[src/rtl/flash_host_map.svh]
`ifndef FLASH_HOST_MAP_SVH
`define FLASH_HOST_MAP_SVH
// bus cycle timing, in ns, at the system clock rate
`define CLK_PERIOD_NS      40
`define T_SETUP_NS         80
`define T_STROBE_NS        120
`define T_HOLD_NS          40
`define T_RESET_LOW_NS     100
`define T_WAKE_NS          1000
`define CYC_MIN(ns)        (((ns) + `CLK_PERIOD_NS - 1) / `CLK_PERIOD_NS)
// two-step sequence first-step codes are supplied by the user port
`define LOW_BYTE_MSB       7
`define TIMER_W            8
`endif

[src/rtl/flash_host_pkg.sv]
package flash_host_pkg;
  typedef enum logic [1:0] {op_read, op_write, op_two_step, op_reset} op_type;
  typedef enum logic [1:0] {rmode_array, rmode_ident, rmode_status} read_mode_type;
endpackage

[src/rtl/flash_host.sv]
`timescale 1ns/10ps
`include "flash_host_map.svh"
//////////////////////////////////////////////////////////////////////////////
// Summary of operation
// - erase and program need a two-write command sequence
// - reads return data chosen by last read-mode command written
// - host asserts chip enable, then output enable after the setup time, to read
// - during reads write enable stays high and reset_powerdown_n high
module flash_host
  import flash_host_pkg::*;
#(
  parameter int ADDR_W = 20,
  parameter int DATA_W = 16
)(
  input  wire logic              i_clk_sys,
  input  wire logic              i_rst,
  input  wire logic              i_req,
  input  wire op_type            i_op,
  input  wire logic [ADDR_W-1:0] i_addr,
  input  wire logic [DATA_W-1:0] i_wdata,
  input  wire logic [DATA_W-1:0] i_wdata2,
  input  wire logic              i_set_mode,
  input  wire read_mode_type     i_mode,
  input  wire logic              i_wp_n,
  input  wire logic              i_ready_busy_n,
  input  wire logic [DATA_W-1:0] i_data_bus,
  output logic                   o_ready,
  output logic                   o_done,
  output logic [DATA_W-1:0]      o_rdata,
  output logic                   o_busy,
  output read_mode_type          o_mode,
  output logic [ADDR_W-1:0]      o_addr,
  output logic [DATA_W-1:0]      o_data_bus,
  output logic                   o_data_oe,
  output logic                   o_ce_n,
  output logic                   o_oe_n,
  output logic                   o_we_n,
  output logic                   o_reset_powerdown_n,
  output logic                   o_wp_n
);
  // refused at elaboration: the low-byte masking needs at least a full byte
  if (DATA_W < 8 || ADDR_W < 1)
  begin
    $error("flash_host: unsupported width");
  end

  localparam logic [`TIMER_W-1:0] SETUP_CYC  = `TIMER_W'(`CYC_MIN(`T_SETUP_NS));
  localparam logic [`TIMER_W-1:0] STROBE_CYC = `TIMER_W'(`CYC_MIN(`T_STROBE_NS));
  localparam logic [`TIMER_W-1:0] HOLD_CYC   = `TIMER_W'(`CYC_MIN(`T_HOLD_NS));
  localparam logic [`TIMER_W-1:0] RST_CYC    = `TIMER_W'(`CYC_MIN(`T_RESET_LOW_NS));
  localparam logic [`TIMER_W-1:0] WAKE_CYC   = `TIMER_W'(`CYC_MIN(`T_WAKE_NS));

  typedef enum logic [2:0] {st_idle, st_setup, st_strobe, st_hold, st_rst_low, st_wake} state_type;

  state_type            state;
  logic [`TIMER_W-1:0]  timer;
  logic                 second;
  logic                 is_write;
  logic [DATA_W-1:0]    sample;
  logic                 busy_sync;

  // pins from the device are asynchronous
  // inverted ahead of the sync so its reset value reads as a released pin, not a false busy
  sync2 #(.WIDTH(1)) u_sync_rb
  (
    .i_clk_sys (i_clk_sys),
    .i_rst     (i_rst),
    .i_async   (~i_ready_busy_n),
    .o_sync    (busy_sync)
  );
  sync2 #(.WIDTH(DATA_W)) u_sync_dq
  (
    .i_clk_sys (i_clk_sys),
    .i_rst     (i_rst),
    .i_async   (i_data_bus),
    .o_sync    (sample)
  );

  function automatic logic [DATA_W-1:0] shape_read(input logic [DATA_W-1:0] d, input read_mode_type m);
    shape_read = d;
    if (m != rmode_array)
    begin
      for (int i = `LOW_BYTE_MSB + 1; i < DATA_W; i++)
        shape_read[i] = 1'b0;
    end
  endfunction

  //////////////////////////////////////////////////////////////////////////////
  // busy flag from the open-drain pin, pulled up when released
  always_ff @(posedge i_clk_sys)
  begin
    if (i_rst)
      o_busy <= 1'b0;
    else
      o_busy <= busy_sync;
  end

  always_ff @(posedge i_clk_sys)
  begin
    if (i_rst)
      o_wp_n <= 1'b0;
    else
      o_wp_n <= i_wp_n;
  end

  //////////////////////////////////////////////////////////////////////////////
  // read mode follows the last read-mode command; reset returns it to array
  always_ff @(posedge i_clk_sys)
  begin
    if (i_rst)
      o_mode <= rmode_array;
    else if (state == st_wake)
      o_mode <= rmode_array;
    else if (o_ready && i_req && i_set_mode)
      o_mode <= i_mode;
  end

  //////////////////////////////////////////////////////////////////////////////
  // bus cycle sequencer
  always_ff @(posedge i_clk_sys)
  begin
    if (i_rst)
    begin
      state               <= st_rst_low;
      timer               <= '0;
      second              <= 1'b0;
      is_write            <= 1'b0;
      o_ready             <= 1'b0;
      o_done              <= 1'b0;
      o_rdata             <= '0;
      o_addr              <= '0;
      o_data_bus          <= '0;
      o_data_oe           <= 1'b0;
      o_ce_n              <= 1'b1;
      o_oe_n              <= 1'b1;
      o_we_n              <= 1'b1;
      o_reset_powerdown_n <= 1'b0;
    end
    else
    begin
      o_done <= 1'b0;
      timer  <= timer + `TIMER_W'(1);
      unique case (state)
        st_idle:
        begin
          timer <= '0;
          if (i_req)
          begin
            o_ready <= 1'b0;
            o_addr  <= i_addr;
            second  <= 1'b0;
            unique case (i_op)
              op_reset:
              begin
                o_reset_powerdown_n <= 1'b0;
                state               <= st_rst_low;
              end
              op_read:
              begin
                is_write <= 1'b0;
                state    <= st_setup;
              end
              op_write, op_two_step:
              begin
                is_write   <= 1'b1;
                o_data_bus <= i_wdata;
                o_data_oe  <= 1'b1;
                state      <= st_setup;
              end
            endcase
            if (i_op == op_two_step)
              second <= 1'b1;
          end
        end
        st_setup:
        begin
          o_ce_n <= 1'b0;
          if (timer >= SETUP_CYC)
          begin
            timer <= '0;
            if (is_write)
              o_we_n <= 1'b0;
            else
              o_oe_n <= 1'b0;
            state <= st_strobe;
          end
        end
        st_strobe:
        begin
          if (timer >= STROBE_CYC)
          begin
            timer <= '0;
            // rising write strobe latches the cycle, so data can drop after hold
            o_we_n <= 1'b1;
            if (!is_write)
              o_rdata <= shape_read(sample, o_mode);
            o_oe_n <= 1'b1;
            state  <= st_hold;
          end
        end
        st_hold:
        begin
          if (timer >= HOLD_CYC)
          begin
            timer  <= '0;
            o_ce_n <= 1'b1;
            if (second)
            begin
              // confirm write of the two-step sequence, no new request taken
              second     <= 1'b0;
              o_data_bus <= i_wdata2;
              state      <= st_setup;
            end
            else
            begin
              o_data_oe <= 1'b0;
              o_done    <= 1'b1;
              o_ready   <= 1'b1;
              state     <= st_idle;
            end
          end
        end
        st_rst_low:
        begin
          o_reset_powerdown_n <= 1'b0;
          if (timer >= RST_CYC)
          begin
            timer               <= '0;
            o_reset_powerdown_n <= 1'b1;
            state               <= st_wake;
          end
        end
        st_wake:
        begin
          // wake-up interval before first access after power-down exit
          if (timer >= WAKE_CYC)
          begin
            timer   <= '0;
            o_done  <= 1'b1;
            o_ready <= 1'b1;
            state   <= st_idle;
          end
        end
        default:
          state <= st_idle;
      endcase
    end
  end
endmodule

[src/rtl/sync2.sv]
`timescale 1ns/10ps
module sync2 #(
  parameter int WIDTH = 1
)(
  input  wire logic             i_clk_sys,
  input  wire logic             i_rst,
  input  wire logic [WIDTH-1:0] i_async,
  output logic      [WIDTH-1:0] o_sync
);
  logic [WIDTH-1:0] meta;
  // first stage is read only by the second
  always_ff @(posedge i_clk_sys)
  begin
    if (i_rst)
    begin
      meta   <= '0;
      o_sync <= '0;
    end
    else
    begin
      meta   <= i_async;
      o_sync <= meta;
    end
  end
endmodule

[config.mk]
export PLATFORM = sky130hd
export DESIGN_NAME = flash_host
export DESIGN_NICKNAME = d
export VERILOG_FILES = /design/src/rtl/flash_host_pkg.sv /design/src/rtl/flash_host.sv /design/src/rtl/sync2.sv
export VERILOG_INCLUDE_DIRS = /design/src /design/src/rtl
export SDC_FILE = /design/constraint.sdc
export NUM_CORES = 1
export LEC_CHECK = 0
export BUFFER_PORTS_ARGS = -buffer_cell sky130_fd_sc_hd__buf_2
export CAP_MARGIN = 20
export CORE_ASPECT_RATIO = 0.5
export CORE_MARGIN = 3
export CORE_UTILIZATION = 45
export DETAILED_ROUTE_END_ITERATION = 10
export PLACE_DENSITY = 0.73
export SLEW_MARGIN = 20
export SYNTH_ARGS = -nofsm -noshare
export SYNTH_HDL_FRONTEND = slang
export SYNTH_SLANG_ARGS = --single-unit
[constraint.sdc]
create_clock -name i_clk_sys -period 2.7 [get_ports i_clk_sys]
set_clock_uncertainty 0.15 [all_clocks]
set_input_delay 0.54 -clock i_clk_sys [delete_from_list [all_inputs] [get_ports i_clk_sys]]
set_output_delay 0.54 -clock i_clk_sys [all_outputs]
set_load 0.01 [all_outputs]
* Yosys cells after proc, flatten, opt, wreduce, memory -nomap -nowiden *
Index checks and enable logic that the tools add are counted.

cells by class
  add/sub/neg operators = 1
  order comparisons = 4
  equal/unequal tests = 20
  multiplexer cells = 52
  bitwise gates (word level) = 2
  reductions and logical operators = 27

operator list
  kind                                                                     count
  16-bit 2-to-1 mux                                                        4
  8-bit 2-to-1 mux                                                         5
  8-bit case mux with 5 select lines                                       1
  16-bit case mux with 2 select lines                                      1
  1-bit 2-to-1 mux                                                         24
  3-bit 2-to-1 mux                                                         6
  2-bit inequality test, second input constant                             9
  3-bit case mux with 6 select lines                                       1
  8-bit by 2-bit >= comparator with 1-bit output, second input constant    2
  1-bit case mux with 2 select lines                                       8
  5-bit AND reduction                                                      3
  3-bit AND reduction                                                      4
  2-bit nonzero test                                                       6
  8-bit by 1-bit adder with 8-bit output, second input constant            1
  8-bit by 1-bit >= comparator with 1-bit output, second input constant    1
  8-bit by 5-bit >= comparator with 1-bit output, second input constant    1
  4-bit AND reduction                                                      2
  3-bit by 2-bit equality test with 1-bit output, second input constant    2
  3-bit equality test, second input constant                               2
  2-bit by 1-bit inequality test with 1-bit output, second input constant  3
  3-bit case mux with 2 select lines                                       1
  6-bit AND reduction                                                      1
  2-bit OR reduction                                                       3
  2-bit equality test, second input constant                               2
  other kinds (10)                                                         13

word-level totals
  register bits after elaboration = 110
  input bits = 78
  output and inout port bits = 63
  logic and storage cells = 127

* Depth between registers and ports, before layout *
  depth in word-level cells = 5
  gate-level depth with buffers = 8
  mapped depth without buffers = 7

* Hierarchy *
A second synthesis with hierarchy kept.

second synthesis, totals
  cells, all modules = 470
  area, all modules = 4,284.1 µm²

by module, submodules not included
  module             instances  cells an instance  area each (µm²)  sequential area each (µm²)
  flash_host         1          399                3,368.2          1,521.5
  sync2 (u_sync_dq)  1          67                 863.3            640.6
  sync2 (u_sync_rb)  1          4                  52.6             40.0

* Worst setup path after synthesis *
No wires, ideal clock.

  kind = flip-flop to flip-flop
  start point = register timer[0]
  end point = register o_data_bus[12]
  library setup time = 88 ps
  arrival time = 1,575 ps
  data required time = 2,462 ps
  setup slack = 887 ps
  stages on the path, launching flop included = 9
  buffers on the path = 1
  clock period less this slack = 1,813 ps
  cell sequence = dfxtp_1 inv_1 ha_1 nor2b_1 a31oi_2 o2bb2ai_2 buf_6 nor2_1 a311oi_2

between the ends
  cells in the longest elaborated chain, start to end = 3

ends and longest elaborated chain
  item                                            RTL line           RTL
  from (decl)                                     flash_host.sv:56   logic [`TIMER_W-1:0] timer;
  from (signal assigned)                          flash_host.sv:142  timer <= timer + `TIMER_W'(1);
  8-bit by 1-bit >= comparator with 1-bit output  flash_host.sv:203  if (timer >= HOLD_CYC)
  2-bit inequality test (no line)                 n/a
  5-bit AND reduction (no line)                   n/a
  to (signal assigned)                            flash_host.sv:166  o_data_bus <= i_wdata;
  to (signal assigned)                            flash_host.sv:211  o_data_bus <= i_wdata2;
  to (decl)                                       flash_host.sv:33   output logic [DATA_W-1:0] o_data_bus,

Every way passes these cells.
A chain may end at the register's enable or synchronous reset.

* Worst setup path in the final report *
  start point = register state[1]
  end point = register o_data_bus[15]

between the ends
  cells in the longest elaborated chain, start to end = 3
  elaborated cells on any way between the ends = 9
  those cells by class = eq/ne: 5; mux: 1; reduce/logical: 3

ends and longest elaborated chain
  item                                                                               RTL line           RTL
  from (decl)                                                                        flash_host.sv:55   state_type state;
  from (signal assigned)                                                             flash_host.sv:124  state <= st_rst_low;
  from (signal assigned)                                                             flash_host.sv:156  state <= st_rst_low;
  from (signal assigned)                                                             flash_host.sv:161  state <= st_setup;
  3-bit by 2-bit equality test with 1-bit output or 3-bit zero test (tied branches)  flash_host.sv:143  unique case (state)
  2-bit inequality test (no line) (tied with other cells)                            n/a
  5-bit AND reduction (no line)                                                      n/a

Parallel ways exist; a longest one is shown, timed or not.

==> key figures <==
Synth
  • Post-synthesis cell type count: 47
  • Synth warn: 0
  • Sequential share of the synthesized area: 0.5215
  • Synth cell count leaders: dfxtp_1 (110), nand2_1 (80), nor2_1 (41), nor2b_1 (38), a21oi_1 (35)
  • Mean area per synthesized cell: 9.489 um2
  • Leading area contributor after synthesis: dfxtp_1
  • Synth top area cells: dfxtp_1 (52%), nand2_1 (7.1%), nor2b_1 (5.6%)
  • Area share of the largest cell type after synthesis: 0.5215
  • Syn nets: 529
  • Main flop type after synthesis: dfxtp_1
  • Most frequent cell after synthesis: dfxtp_1
  • Synth async-reset ratio: 0
  • Syn Inst Count: 445
  • Number of synthesized register bits: 110
  • EDFF count, synth: 0
  • Syn Std Cell Area: around 0.0042 mm2

Min path
  • Hold Path Class: in2reg
  • HP Start: i_ready_busy_n

Clock network
  • CTS Sinks: 110
  • Post-CTS Setup Bufs: 0
  • Total CTS buffers: 9
  • CTS Hold Bufs: 0
  • Clock transition at the registers of the reported paths: around 0.07 ns
  • H-tree levels: 3
  • CTS root buffer: clkbuf_16
  • Clock buffer depth: 2
  • Cts repair resizes: 0
  • CTS tree: done
  • Clk Latency, worst-skew pair: about 0.34 ns

Global routing
  • Total track usage: 0.1684
  • Number of global-route vias before repair: 3151
  • First-pass GRT wire length: 14.36 mm
  • Antenna violations before repair: 0
  • Pin count of the biggest net entering global routing: 60
  • Global route overflow: 0

Worst setup path
  • Critical-path top delay cell: dfxtp_1
  • Critical path arrival: about 2.4 ns
  • Kind of start point of the critical path: flop
  • Worst path required time: about 2.8 ns
  • RR Startpoint: state[1]$_SDFFE_PP0P_
  • CP Cell Sequence: nand3b_4 > a31oi_2 > o2bb2ai_2 > buf_4 > nor2_1 > a311oi_2
  • Max stage delay on crit path: roughly 0.64 ns
  • CP startpoint: state[1]$_SDFFE_PP0P_
  • CP Capture Type: flop
  • Crit Path Class: reg2reg
  • CP Max Fanout: 32

Floorplan
  • Starting density of the core: 0.4735
  • Site Rows: 24
  • Die W: 143.0 um
  • Die height: 74.50 um
  • Core area: 0.008919 mm2
  • Num ports: 141
  • Die ar.: 0.01065 mm2

Placement
  • DP Area: 0.004980 mm2
  • Post-detail-place hpwl: 6.304 mm
  • Total placed cells including tap cells: 680
  • # port buffers: 140
  • GPL Wtd Cong: 0.8628
  • DP Worst Slack: 0.4372 ns

Route
  • DRC Markers: 0
  • Post-Route WL: 8.955 mm
  • Drt wl/cell: 12.87 um
  • DRT antenna net count: 0
  • First DRT Iteration DRCs: 162
  • Via Count: 3380
  • Vias/cell: around 4.9
  • Detailed Routing Iterations Pass 1: 4

Cells and area
  • Ant. Diodes: 0
  • Fraction of layout cells with a size suffix above 1: 0.3264
  • Final core utilization: 0.5910
  • Layout Nets: between 600 and 700
  • Finished Layout Cells: 696
  • Post-route cell area: 0.005271 mm2
  • Area delta synth->final: 24.83%

Pwr
  • Gate power share: 0.109
  • Peak supply drop: 0.0002852 V
  • Switching share of power: 0.2609
  • Sequential power share: 0.512
  • Pwr Density: 640.1 mW/mm2
  • Power, Total: 3.374 mW
  • Clk pwr share: 0.378
  • LEAKAGE: between 2 and 2.5 nW
  • P_sw: 0.8804 mW
  • Pint: 2.494 mW

Timing
  • Slew Limit Fails: 0
  • RSZ-0062 raised after global routing: no
  • Final period util: 0.8354
  • Final setup vio count: 0
  • Final hold vios: 0
  • Slew @ Worst Pin: 0.6998 ns
  • Max Fclk: around 440 MHz
  • Setup_tns: 0 ns
  • Tmin final: 2.256 ns
  • Slew HR: 0.5334
  • Final worst slack: 0.4444 ns
  • WHS: about 0.2 ns

Job
  • Max-cap viol count: 0

Outcome
  • Status: finished clean
==> cells by family after synthesis <==
group	count (synthesis)	synth area share
XOR/XNOR	7	0.01452
flip-flops	110	0.5215
AND/OR/NAND/NOR	200	0.2394
adder cells (fa/ha/maj)	6	0.01778
AO/OA/AOI/OAI	76	0.1404
buffers and inverters	36	0.04266
multiplexers	10	0.02370
==> power groups by stage <==
stage          clock [mW]  sequential [mW]  combinational (mW)
2_1_floorplan           0             1.76               0.256
3_3_place_gp            0             1.76               0.364
3_5_place_dp            0             1.77               0.368
4_1_cts              1.32             1.73               0.370
5_1_grt              1.38             1.74               0.418
6_report             1.28             1.73               0.369
==> worst max-delay path, delay by kind of cell, from the launching register on <==
kind,cells,cell delay (ns)
buf+inv,1,0.35
simple gates,2,0.37
flops,1,0.64
compound gates,3,0.63
==> layout make-up <==
type,count,area (um2)
tap,117,146.4
clock inverter,7,66.31
inverter,8,30.03
fill,783,3647
multi-input combinational,299,1841
clock buffer,9,225.2
timing repair buffer,146,760.7
sequential,110,2202
==> flip-flops by register name, summed over array words and instances (netlist names) <==
name and flops:
is_write 1, o_addr 20, o_busy 1, o_ce_n 1, o_data_bus 16, o_data_oe 1, o_done 1, o_mode 2
o_oe_n 1, o_rdata 16, o_ready 1, o_reset_powerdown_n 1, o_we_n 1, o_wp_n 1, second 1, state 3
timer 8, u_sync_dq.meta 16, u_sync_dq.o_sync 16, u_sync_rb.meta 1, u_sync_rb.o_sync 1
==> cells in the final DEF, fill, tap and decap left out, drive strengths merged, types with 10 or more instances in the layout <==
master,count
a21oi,35
a311oi,16
buf,146
dfxtp,110
inv,12
mux2i,10
nand2,80
nand3,15
nor2,42
nor2b,38
==> routing by layer <==
metal | share of wire | wire length, um | vias to the layer above | global-route usage
li1 | - | - | 1743 | -
met4 | 0.019 | 170 | 0 | 0.06428
met3 | 0.057 | 509 | 15 | 0.05909
met5 | 0 | 0 | - | 0
met2 | 0.48 | 4338 | 90 | 0.2952
met1 | 0.44 | 3936 | 1532 | 0.1934
==> path summary, 6_finish.rpt <==
path | endpoint | slack [ns] | depth (start not counted)
setup / recovery | o_data_bus[15]$_SDFFE_PP0P_ | 0.44 | 6
hold / removal | u_sync_rb.meta$_SDFF_PP0_ | 0.20 | 2
setup reg to reg | o_data_bus[15]$_SDFFE_PP0P_ | 0.44 | 6
hold reg to reg | u_sync_rb.o_sync$_SDFF_PP0_ | 0.29 | 1
No activity file was read; power rests on OpenSTA's default activity.
